[src/adcte_pkg.sv]
// Package of constants and types for the acquisition timing engine
package adcte_pkg;
    localparam int TIMEBASE_MHZ     = 20;
    localparam int CORE_CLK_MHZ     = 125;
    // 20 MHz tick from 125 MHz core: period rounded down to whole cycles
    localparam int TB20_DIV         = CORE_CLK_MHZ / TIMEBASE_MHZ;
    localparam int CNT_W            = 16;
    localparam int SEL_W            = 3;
    localparam int NUM_SRC          = 8;
    localparam logic [CNT_W-1:0] CONV_DELAY_RST  = 16'h0003;
    localparam logic [CNT_W-1:0] SAMP_DELAY_RST  = 16'h0002;
    localparam int HOLD_PULSE_CYC   = 2;

    typedef enum logic [2:0] {
        ACQ_IDLE,
        ACQ_WAIT_START,
        ACQ_START_DELAY,
        ACQ_RUN,
        ACQ_DONE
    } adcte_acq_e;

    typedef enum logic [1:0] {
        SMP_WAIT,
        SMP_DELAY,
        SMP_CONVERT
    } adcte_smp_e;

    typedef enum logic [1:0] {
        REF_OFF,
        REF_PRE,
        REF_ARMED,
        REF_POST
    } adcte_ref_e;
endpackage : adcte_pkg

[src/adcte_engine.sv]
// Acquisition timing engine: triggers, sample and conversion gating
//
// Summary of operation
// - Conversion pulse output terminal is driven active low.
// - Internal conversion: programmable sample-to-first-conversion delay, default three ticks.
// - Sample and conversion pulses ignored until start trigger recognised.
// - After an accepted sample, further samples ignored until all conversions seen.
// - Conversion pulses before an accepted sample are discarded.
// - After the last conversion, extra conversion pulses ignored until next sample.
// - Mode where one external signal drives sample and conversion; tick converts once.
// - Conversion timebase is sample timebase or 20 MHz; divided; never output.
// - Hold-done pulse after each conversion begins; polarity selectable.
// - Acquisition starts on start trigger or software start command.
// - Finite ends on sample count or reference trigger; continuous on software stop.
// - Start trigger source selectable; starts on chosen rising or falling edge.
// - Start trigger output terminal is an active-high pulse.
// - Posttrigger count equals buffer size minus pretrigger count.
// - Reference trigger armed only after pretrigger samples captured.
// - Full buffer awaiting reference trigger overwrites the oldest sample.
// - After reference trigger, store posttrigger samples, then stop.
// - Reference trigger source selectable; stop on chosen edge.
// - Pause trigger at active level halts internal sample generator; level programmable.
// - Conversion divider starts on sample, counts down, pulses, reloads until done.
// - Sample counter loaded with count, decrements per sample, done at zero.
// - Internal sample: programmable start-to-first-sample delay, default two ticks.
`timescale 1ns/1ps
module adcte_engine
    import adcte_pkg::*;
#(
    parameter int NSRC = NUM_SRC,
    parameter int CW   = CNT_W
) (
    // Clock and reset
    input  wire logic            core_clk,
    input  wire logic            resetn,
    // Trigger and clock terminals, internal counter outputs
    input  wire logic [NSRC-1:0] srcIn,
    // Software commands (one-cycle pulses)
    input  wire logic            swStart,
    input  wire logic            swStop,
    // Configuration
    input  wire logic            useStartTrig,
    input  wire logic [SEL_W-1:0] startSel,
    input  wire logic            startFalling,
    input  wire logic            useRefTrig,
    input  wire logic [SEL_W-1:0] refSel,
    input  wire logic            refFalling,
    input  wire logic            usePause,
    input  wire logic [SEL_W-1:0] pauseSel,
    input  wire logic            pauseActiveLow,
    input  wire logic            continuous,
    input  wire logic            extSample,
    input  wire logic [SEL_W-1:0] sampleSel,
    input  wire logic            extConv,
    input  wire logic [SEL_W-1:0] convSel,
    input  wire logic            singleExt,
    input  wire logic            convTbFromSample,
    input  wire logic [CW-1:0]   sampleTbDiv,
    input  wire logic [CW-1:0]   sampleDiv,
    input  wire logic [CW-1:0]   convDiv,
    input  wire logic [CW-1:0]   sampleDelay,
    input  wire logic [CW-1:0]   convDelay,
    input  wire logic [CW-1:0]   numChannels,
    input  wire logic [CW-1:0]   sampleCount,
    input  wire logic [CW-1:0]   pretrigCount,
    input  wire logic            holdActiveLow,
    // Converter side
    output logic                 convertStart,
    output logic                 convertPulseN,
    output logic                 holdDonePulse,
    output logic                 samplePulse,
    output logic                 startTrigOut,
    output logic                 storeSample,
    output logic                 discardOldest,
    // Status
    output logic                 acqBusy,
    output logic                 acqDone,
    output logic                 refSeen
);
    logic [NSRC-1:0] srcLvl;
    logic [NSRC-1:0] srcRise;
    logic [NSRC-1:0] srcFall;

    adcte_edge_sync #(.W(NSRC)) uSync (
        .core_clk  (core_clk),
        .resetn    (resetn),
        .rawIn     (srcIn),
        .syncLevel (srcLvl),
        .riseEdge  (srcRise),
        .fallEdge  (srcFall)
    );

    function automatic logic pickEdge(input logic [NSRC-1:0] r, input logic [NSRC-1:0] f,
                                      input logic [SEL_W-1:0] sel, input logic fall);
        pickEdge = fall ? f[sel] : r[sel];
    endfunction : pickEdge

    adcte_acq_e acqState;
    adcte_smp_e smpState;
    adcte_ref_e refState;
    logic [7:0]    tb20Cnt;
    logic [CW-1:0] stbCnt;
    logic [CW-1:0] sampDivCnt;
    logic [CW-1:0] convDivCnt;
    logic [CW-1:0] convLeft;
    logic [CW-1:0] sampLeft;
    logic [CW-1:0] stored;
    logic [CW-1:0] holdCnt;

    // Trigger edges and timebases
    wire startEdge = pickEdge(srcRise, srcFall, startSel, startFalling);
    wire refEdge   = pickEdge(srcRise, srcFall, refSel, refFalling);
    wire pauseOn   = usePause && (srcLvl[pauseSel] ^ pauseActiveLow);
    wire tb20Tick  = (tb20Cnt == 8'(TB20_DIV - 1));
    wire stbTick   = tb20Tick && (stbCnt == '0);
    wire ctbTick   = convTbFromSample ? stbTick : tb20Tick;
    wire running   = (acqState == ACQ_RUN);
    wire intSamp   = running && !pauseOn && stbTick && (sampDivCnt == '0);
    wire extSampEv = singleExt ? srcRise[sampleSel] : srcRise[sampleSel];
    wire rawSample = (extSample || singleExt) ? extSampEv : intSamp;
    wire acceptSmp = running && rawSample && (smpState == SMP_WAIT);
    wire intConv   = (smpState == SMP_CONVERT) && ctbTick && (convDivCnt == '0);
    wire rawConv   = singleExt ? acceptSmp : (extConv ? srcRise[convSel] : intConv);
    wire convOk    = singleExt ? acceptSmp : (rawConv && smpState == SMP_CONVERT);
    wire convCount = singleExt ? 1'b1 : (numChannels == '0 ? 1'b1 : 1'b0);
    wire lastConv  = convOk && (singleExt || convLeft <= 1 || convCount);
    wire [CW-1:0] postCount = sampleCount - pretrigCount;
    wire goStart   = (acqState == ACQ_WAIT_START) && (useStartTrig ? startEdge : 1'b1);

    // Timebase dividers
    always_ff @(posedge core_clk or negedge resetn) begin
        if (!resetn) begin
            tb20Cnt <= '0;
            stbCnt  <= '0;
        end else begin
            tb20Cnt <= tb20Tick ? '0 : tb20Cnt + 8'h01;
            if (tb20Tick)
                stbCnt <= (stbCnt == '0) ? sampleTbDiv : stbCnt - 1'b1;
        end
    end

    // Acquisition state
    always_ff @(posedge core_clk or negedge resetn) begin
        if (!resetn) begin
            acqState     <= ACQ_IDLE;
            sampDivCnt   <= '0;
            startTrigOut <= 1'b0;
        end else begin
            startTrigOut <= 1'b0;
            case (acqState)
                ACQ_IDLE, ACQ_DONE: begin
                    if (swStart)
                        acqState <= ACQ_WAIT_START;
                end
                ACQ_WAIT_START: begin
                    if (swStop)
                        acqState <= ACQ_IDLE;
                    else if (goStart) begin
                        acqState     <= ACQ_START_DELAY;
                        startTrigOut <= 1'b1;
                        sampDivCnt   <= sampleDelay;
                    end
                end
                ACQ_START_DELAY: begin
                    if (swStop)
                        acqState <= ACQ_IDLE;
                    else if (extSample || singleExt)
                        acqState <= ACQ_RUN;
                    else if (stbTick) begin
                        if (sampDivCnt <= 1) begin
                            acqState   <= ACQ_RUN;
                            sampDivCnt <= '0;
                        end else
                            sampDivCnt <= sampDivCnt - 1'b1;
                    end
                end
                default: begin
                    if (swStop)
                        acqState <= ACQ_DONE;
                    else if (acceptSmp && !continuous &&
                             ((useRefTrig && refState == REF_POST && sampLeft == 1) ||
                              (!useRefTrig && sampLeft == 1)))
                        acqState <= ACQ_DONE;
                    if (intSamp)
                        sampDivCnt <= sampleDiv;
                    else if (stbTick && !pauseOn && sampDivCnt != '0)
                        sampDivCnt <= sampDivCnt - 1'b1;
                end
            endcase
        end
    end

    // Sample counter and reference trigger
    always_ff @(posedge core_clk or negedge resetn) begin
        if (!resetn) begin
            refState <= REF_OFF;
            sampLeft <= '0;
            stored   <= '0;
            refSeen  <= 1'b0;
        end else if (goStart) begin
            refState <= useRefTrig ? REF_PRE : REF_OFF;
            sampLeft <= useRefTrig ? pretrigCount : sampleCount;
            stored   <= '0;
            refSeen  <= 1'b0;
        end else if (running) begin
            if (acceptSmp && stored != sampleCount)
                stored <= stored + 1'b1;
            case (refState)
                REF_PRE: begin
                    if (acceptSmp && sampLeft <= 1)
                        refState <= REF_ARMED;
                    else if (acceptSmp)
                        sampLeft <= sampLeft - 1'b1;
                end
                REF_ARMED: begin
                    if (refEdge) begin
                        refState <= REF_POST;
                        refSeen  <= 1'b1;
                        sampLeft <= postCount;
                    end
                end
                REF_POST: begin
                    if (acceptSmp)
                        sampLeft <= sampLeft - 1'b1;
                end
                default: begin
                    if (acceptSmp && sampLeft != '0)
                        sampLeft <= sampLeft - 1'b1;
                end
            endcase
        end
    end

    // Per-sample conversions; the last sample still completes after a finite stop
    always_ff @(posedge core_clk or negedge resetn) begin
        if (!resetn) begin
            smpState   <= SMP_WAIT;
            convDivCnt <= '0;
            convLeft   <= '0;
        end else if (!running && acqState != ACQ_DONE) begin
            smpState   <= SMP_WAIT;
            convDivCnt <= '0;
        end else begin
            case (smpState)
                SMP_WAIT: begin
                    if (acceptSmp && !singleExt) begin
                        smpState   <= SMP_CONVERT;
                        convLeft   <= numChannels;
                        convDivCnt <= convDelay;
                    end
                end
                default: begin
                    if (lastConv) begin
                        smpState   <= SMP_WAIT;
                        convDivCnt <= convDiv;
                    end else if (convOk) begin
                        convLeft   <= convLeft - 1'b1;
                        convDivCnt <= convDiv;
                    end else if (ctbTick && !extConv && convDivCnt != '0)
                        convDivCnt <= convDivCnt - 1'b1;
                end
            endcase
        end
    end

    // Outputs, all registered
    always_ff @(posedge core_clk or negedge resetn) begin
        if (!resetn) begin
            convertStart  <= 1'b0;
            convertPulseN <= 1'b1;
            holdDonePulse <= 1'b0;
            holdCnt       <= '0;
            samplePulse   <= 1'b0;
            storeSample   <= 1'b0;
            discardOldest <= 1'b0;
            acqBusy       <= 1'b0;
            acqDone       <= 1'b0;
        end else begin
            convertStart  <= convOk;
            convertPulseN <= !convOk;
            samplePulse   <= acceptSmp;
            storeSample   <= acceptSmp;
            // Oldest entry dropped only while still hunting for the trigger
            discardOldest <= acceptSmp && useRefTrig && refState != REF_POST &&
                             stored == sampleCount;
            // Hold-done follows the conversion start by one cycle
            if (convertStart)
                holdCnt <= CW'(HOLD_PULSE_CYC);
            else if (holdCnt != '0)
                holdCnt <= holdCnt - 1'b1;
            holdDonePulse <= ((holdCnt != '0) || convertStart) ^ holdActiveLow;
            acqBusy       <= (acqState != ACQ_IDLE) && (acqState != ACQ_DONE);
            acqDone       <= (acqState == ACQ_DONE);
        end
    end
endmodule : adcte_engine

[src/adcte_edge_sync.sv]
// Input synchroniser and edge detector for trigger and clock terminals
`timescale 1ns/1ps
module adcte_edge_sync #(
    parameter int W = 8
) (
    // Clock and reset
    input  wire logic         core_clk,
    input  wire logic         resetn,
    // Raw inputs
    input  wire logic [W-1:0] rawIn,
    // Synchronised level and edges
    output logic [W-1:0]      syncLevel,
    output logic [W-1:0]      riseEdge,
    output logic [W-1:0]      fallEdge
);
    logic [W-1:0] meta;
    logic [W-1:0] stable;
    logic [W-1:0] last;

    // First stage feeds only the second stage
    always_ff @(posedge core_clk or negedge resetn) begin
        if (!resetn) begin
            meta   <= '0;
            stable <= '0;
            last   <= '0;
        end else begin
            meta   <= rawIn;
            stable <= meta;
            last   <= stable;
        end
    end

    assign syncLevel = stable;
    assign riseEdge  = stable & ~last;
    assign fallEdge  = ~stable & last;
endmodule : adcte_edge_sync

[config.mk]
export PLATFORM = sky130hd
export DESIGN_NAME = adcte_engine
export DESIGN_NICKNAME = d
export VERILOG_FILES = /design/src/adcte_pkg.sv /design/src/adcte_engine.sv /design/src/adcte_edge_sync.sv
export SDC_FILE = /design/constraint.sdc
export NUM_CORES = 1
export LEC_CHECK = 0
export BUFFER_PORTS_ARGS = -buffer_cell sky130_fd_sc_hd__buf_2
export CORE_MARGIN = 2
export CORE_UTILIZATION = 59
export CTS_BUF_LIST = sky130_fd_sc_hd__clkbuf_2
export DETAILED_ROUTE_END_ITERATION = 7
export PLACE_DENSITY = 0.81
export RECOVER_POWER = 25
export SLEW_MARGIN = 20
export SYNTH_ARGS = -nofsm -noshare
export SYNTH_HDL_FRONTEND = slang
export SYNTH_SLANG_ARGS = --single-unit
[constraint.sdc]
create_clock -name core_clk -period 4.2 [get_ports core_clk]
set_clock_uncertainty 0.05 [all_clocks]
set_input_delay 0.84 -clock core_clk [delete_from_list [all_inputs] [get_ports core_clk]]
set_output_delay 0.84 -clock core_clk [all_outputs]
set_load 0.005 [all_outputs]
**Word level (Yosys, flattened, before mapping)**

Index checks and enable logic that the tools add are counted.
W data, S select, Z words.

- Input port bits: 167
- Register bits after elaboration: 160
- Logic and storage cells: 237

- Multiplexer cells: 85
- Bitwise operators: 8
- $add $sub $neg: 9
- Equality and inequality tests: 29
- Order comparisons: 8
- Reductions and logical operators: 75

Operators with widths:

| cell | count |
|---|---|
| $mux W16 | 31 |
| $pmux W16 S3 | 2 |
| $sub A16 B1 Y16 const B | 6 |
| $logic_not A16 Y1 | 4 |
| $reduce_bool A16 Y1 | 4 |
| $le A16 B1 Y1 const B | 3 |
| $logic_and A1 B1 Y1 | 30 |
| $mux W3 | 9 |
| $mux W1 | 25 |
| $bmux W1 S3 | 7 |
| $lt A3 B4 Y1 const B | 5 |
| $add A16 B1 Y16 const B | 1 |
| $and A8 B8 Y8 | 2 |
| $eq A16 B1 Y1 const B | 1 |
| $eq A16 B16 Y1 | 1 |
| $mux W2 | 8 |
| $ne A16 B16 Y1 | 1 |
| $not A8 Y8 | 2 |
| $sub A16 B16 Y16 | 1 |
| $ne A3 B3 Y1 const B | 5 |
| $reduce_bool A5 Y1 | 3 |
| $ne A2 B2 Y1 const B | 7 |
| $reduce_and A4 Y1 | 3 |
| $reduce_bool A2 Y1 | 6 |
| other kinds (26) | 47 |

**Longest topological paths before layout**

- Word-level depth: 18
- Gate-level depth with buffers: 13

**Cells and area by module**

Synthesis repeated with hierarchy kept, for this count alone.

- Cell total of the unflattened synthesis: 1188
- Area, all modules: 10593.9 um^2

Modules (own cells, without submodules):

| module | seq. area each (um^2) | instances | area an instance (um^2) | cells an instance |
|---|---|---|---|---|
| adcte_engine | 3379.5 | 1 | 9853.2 | 1148 |
| adcte_edge_sync | 600.6 | 1 | 740.7 | 40 |

**Least setup slack after synthesis**

Ideal clock, no wire load.

- Kind: input-to-reg
- Start: input pauseSel[0]
- End: register convDivCnt[10]
- Slack: 930 ps
- Setup time: 64 ps
- Buffers on the path: 2
- Required time: 4086 ps
- Cell stages on the path: 10
- Data arrival time: 3155 ps
- Path through: mux4_2 mux2i_1 mux2i_1 nand4bb_1 a21o_1 clkbuf_1 a2bb2oi_1 nor2_1 clkbuf_1 a21o_1

- Cells in the longest elaborated chain, start to end: 18
- Elaborated cells between the ends (all ways): 23
- Those cells by class: 1 x eq/ne; 9 x mux; 1 x bitwise; 12 x reduce/logical

RTL lines:

| what | RTL line | source |
|---|---|---|
| from (decl) | adcte_engine.sv:49 | `input wire logic [SEL_W-1:0] pauseSel,` |
| $bmux W1 S3 (*) | adcte_engine.sv:113 | `wire pauseOn = usePause && (srcLvl[pauseSel] ^ pauseActiveLow);` |
| $mux W1 (not written as such) (*) | adcte_engine.sv:113 |  |
| $xor A1 B1 Y1 (*) | adcte_engine.sv:113 |  |
| $logic_and A1 B1 Y1 (*) | adcte_engine.sv:113 |  |
| $logic_not A1 Y1 (*) | adcte_engine.sv:118 | `wire intSamp = running && !pauseOn && stbTick && (sampDivCnt == '0);` |
| $logic_and A1 B1 Y1 (*) (3 in series) | adcte_engine.sv:118 |  |
| $mux W1 (*) | adcte_engine.sv:120 | `wire rawSample = (extSample \|\| singleExt) ? extSampEv : intSamp;` |
| $logic_and A1 B1 Y1 (*) (2 in series) | adcte_engine.sv:121 | `wire acceptSmp = running && rawSample && (smpState == SMP_WAIT);` |
| $mux W1 | adcte_engine.sv:123 | `wire rawConv = singleExt ? acceptSmp : (extConv ? srcRise[convSel] : intConv);` |
| $logic_and A1 B1 Y1 | adcte_engine.sv:124 | `wire convOk = singleExt ? acceptSmp : (rawConv && smpState == SMP_CONVERT);` |
| $mux W1 | adcte_engine.sv:124 |  |
| $mux W16 / $logic_and A1 B1 Y1 (equally long branches) | adcte_engine.sv:256, adcte_engine.sv:126 |  |
| $mux W16 | adcte_engine.sv:253 | `if (lastConv) begin` |
| $mux W16 | adcte_engine.sv:244 | `case (smpState)` |
| $mux W16 | adcte_engine.sv:240 | `end else if (!running && acqState != ACQ_DONE) begin` |
| to (signal assigned) | adcte_engine.sv:255 | `convDivCnt <= convDiv;` |
| to (signal assigned) | adcte_engine.sv:258 | `convDivCnt <= convDiv;` |
| to (signal assigned) | adcte_engine.sv:260 | `convDivCnt <= convDivCnt - 1'b1;` |
| to (decl) | adcte_engine.sv:104 | `logic [CW-1:0] convDivCnt;` |

Every way passes the cells marked *; elsewhere a longest branch is shown, timed or not. The select of a mux whose other input is x is not followed.
A chain may end at the register's enable or synchronous reset.

**Worst setup path after layout**

- Start: register sampDivCnt[0]
- End: register convLeft[12]

- Cells in the longest elaborated chain, start to end: 11
- Elaborated cells between the ends (all ways): 14
- Those cells by class: 2 x eq/ne; 3 x mux; 9 x reduce/logical

RTL lines:

| what | RTL line | source |
|---|---|---|
| from (decl) | adcte_engine.sv:103 | `logic [CW-1:0] sampDivCnt;` |
| from (signal assigned) | adcte_engine.sv:161 | `sampDivCnt <= sampleDelay;` |
| from (signal assigned) | adcte_engine.sv:174 | `sampDivCnt <= sampDivCnt - 1'b1;` |
| from (signal assigned) | adcte_engine.sv:185 | `sampDivCnt <= sampleDiv;` |
| $logic_not A16 Y1 (*) | adcte_engine.sv:118 |  |
| $logic_and A1 B1 Y1 (*) | adcte_engine.sv:118 |  |
| $mux W1 (*) | adcte_engine.sv:120 |  |
| $logic_and A1 B1 Y1 (*) (2 in series) | adcte_engine.sv:121 |  |
| $mux W1 | adcte_engine.sv:123 |  |
| $logic_and A1 B1 Y1 | adcte_engine.sv:124 |  |
| $mux W1 | adcte_engine.sv:124 |  |
| $logic_and A1 B1 Y1 | adcte_engine.sv:126 | `wire lastConv = convOk && (singleExt \|\| convLeft <= 1 \|\| convCount);` |
| $ne A2 B1 Y1 (no source line) | -- |  |
| $reduce_and A4 Y1 (no source line) (*) | -- |  |
| to (signal assigned) | adcte_engine.sv:248 | `convLeft <= numChannels;` |
| to (signal assigned) | adcte_engine.sv:257 | `convLeft <= convLeft - 1'b1;` |
| to (decl) | adcte_engine.sv:105 | `logic [CW-1:0] convLeft;` |

Every way passes the cells marked *; elsewhere a longest branch is shown, timed or not.

==> metrics.txt <==
status complete, but fails checks; failing checks capacitance limit, slew limit; final worst path period need 3.57 ns; Total GRT Usage 29.3%; Yosys reg bits between 150 and 200; Chip Height approximately 140 um; R2R depth 11; area of the core region 17300 um^2; Synth Net Count roughly 1400; Worst R2R End convLeft[12]; Synth Warn # 0; vias in the first global route between 9000 and 10000; setup total negative slack 0 ns; IO buf count roughly 180; post-DR wirelength/cell ~17 um; Final period util a little over four fifths; Layout area overhead 13.2%; CTS tree built; Placer Congestion around 0.91; r2r setup slk between 0.6 and 0.7 ns; DRC viols 0; Post-synth EDFFs 0; register area share after synthesis 38.1%; Pleak between 5 and 6 nW; Inserted Clock Buffers 17; Antenna Violating Nets Remaining 0; worst-margin pin slew approximately 3.4 ns; Final setup viols 0; pwr dens ~430 nW/um^2; die width between 100 and 150 um; Peak VDD IR between 0.0002 and 0.0003 V; Hold Fails Final Rpt 0; initial antenna violation count 2; Hold Crit Class input pin to flip-flop; Cells after Synth 1213; Worst Setup SP sampDivCnt[0]; CTS clock-pin slew for the worst setup and hold paths ~0.24 ns; crit path capture convLeft[12]; Core Rows between 40 and 50; DRT iter0 DRCs 687; largest net degree at the start of global routing 78; Async S/R FF share, synth 100%; First-pass DRT Iterations 5; Synth cell types 80; DP HPWL ~20000 um; Netlist Area Pre-Place 10500 um^2; Pins Over Slew Limit 77; # Post-CTS Setup Buffers 0; layout cells sized above 1 19.0%; Starting Density between 60% and 70%; WHS ~0.14 ns; Die ar. between 15000 and 20000 um^2; H-tree levels 4; Worst setup EP type flip-flop; io pins between 150 and 200; headroom to the max-slew limit -129%; Crit path required time between 4 and 5 ns; worst-skew pair later-pin latency between 0.7 and 0.8 ns; post_cts resized 0; clock buffer depth 2; Total Nets Final 1570; placed insts approximately 1600; Hold Buf Count CTS 0; Crit Path Max Fanout 14; non-filler cells, final roughly 1600; Avg Inst Size Synth 8.62 um^2; first-pass GRT wire length between 40000 and 50000 um; Critical Path AT approximately 4.2 ns; crit path kind flip-flop to flip-flop; commonest non-fill, non-tap cell in the layout buf_2; Post-synth top flop dfrtp_1; RSZ-0062 raised after global routing false; Worst R2R Start sampDivCnt[0]; commonest non-fill, non-tap cells in the layout buf_2 (175), dfrtp_1 (158), nor2_1 (155); Peak Freq 280 MHz; root buf cell clkbuf_2; vias 10100; Max Cap Viol 1; global route overflow 0; Vias per Instance between 6 and 7; total routed wirelength around 27000 um; Critical Path Source Type flip-flop; sinks on the clock net around 160
worst min path at each step:
| stage | slack (ns) | to | cells past startpoint | start |
|---|---|---|---|---|
| after floorplan | 0.28 | uSync.syncLevel[0] | 0 | uSync.meta[0] |
| after global placement | 0.28 | uSync.syncLevel[2] | 0 | uSync.meta[2] |
| after detailed placement | 0.29 | uSync.syncLevel[0] | 0 | uSync.meta[0] |
| after CTS | 0.03 | convDivCnt[0] | 1 | resetn |
| after global routing | 0.07 | uSync.meta[5] | 1 | srcIn[5] |
| final | 0.14 | uSync.meta[5] | 1 | srcIn[5] |
cells by family after synthesis:
family          share of synthesized area, %
simple gates                            24.5
compound gates                          20.4
flops                                   38.1
buf+inv                                 3.82
xor+xnor                                5.36
mux                                     4.31
fa+ha+maj                               3.54
sequential cells by signal (all words and copies together) (netlist names), 8 cells and up:
signal and count:
convLeft 16, uSync.syncLevel 8, stbCnt 16, convDivCnt 16, holdCnt 16, stored 16
sampLeft 16, uSync.meta 8, tb20Cnt 8, uSync.last 8, sampDivCnt 16
layer usage:
metal	vias up	share of wire [%]	global-route usage (%)	wire length (um)
met5	-	0	0	0
met4	0	2.4	10.6	652
met3	53	8.1	6.11	2210
met2	423	46	45.9	12600
met1	4787	43	40.3	11800
li1	4798	-	-	-
cells in the mapped netlist, types with 6 or more instances:
master	count	area (um^2)
dfrtp_1	158	3950
nor2_1	155	582
nand2_1	93	349
o21ai_0	87	435
a21oi_1	64	320
nor3_1	53	265
inv_1	48	180
clkbuf_1	40	150
nand3_1	34	170
nor4_1	34	213
xor2_1	33	289
xnor2_1	31	272
nand2b_1	29	181
ha_1	28	350
o22ai_1	27	169
or3_1	21	131
a21o_1	19	143
mux2i_1	18	180
o221ai_1	17	149
nand4_1	16	100
a211oi_1	15	113
a221oi_1	14	123
a31oi_1	12	75.1
buf_2	10	50.1
mux4_2	10	225
o31ai_1	9	67.6
a22o_1	7	61.3
and2_1	7	43.8
and3_1	7	43.8
o211ai_1	7	52.6
o32ai_1	7	61.3
or4_1	7	52.6
o31a_1	6	52.6
or2_2	6	37.5
cell type report:
cell class,instances,area (um^2)
Antenna cell,3,7.51
Clock buffer,18,90.1
Clock inverter,14,165
Fill cell,1426,5460
Inverter,49,184
Multi-Input combinational cell,952,6090
Sequential cell,159,3980
Tap cell,225,282
Timing Repair Buffer,195,1040
where the power goes:
group	internal, W	switching, W	leakage, nW
clock network	0.000334	0.000571	0.148
logic	0.000803	0.00109	3.12
registers	0.00186	0.000402	1.99
total	0.00300	0.00207	5.25
worst max-delay path, stage by stage (launching register included):
cell and delay [ns]:
dfrtp_1 0.48, inv_1 0.15, ha_1 0.19, or4b_2 0.58, nor4_1 0.40, nand2_1 0.15, nand4bb_1 0.21, a21o_1 0.26
o21ai_1 0.15, and2_1 0.51, o221ai_1 0.21, a31oi_1 0.19
metrics by stage:
| stage | utilization (%) | setup slack, ns | area (um^2) | power [W] |
|---|---|---|---|---|
| 2_1_floorplan | - | 0.930 | 10500 | 0.00358 |
| 3_3_place_gp | 66.9 | 0.541 | 11600 | 0.00408 |
| 3_5_place_dp | 66.9 | 0.440 | 11600 | 0.00415 |
| 4_1_cts | 68.4 | 0.721 | 11800 | 0.00506 |
| 5_1_grt | 68.4 | 0.228 | 11800 | 0.00544 |
| 6_report | 68.4 | 0.632 | 11800 | 0.00506 |
Power figures use the tool's default switching activity.
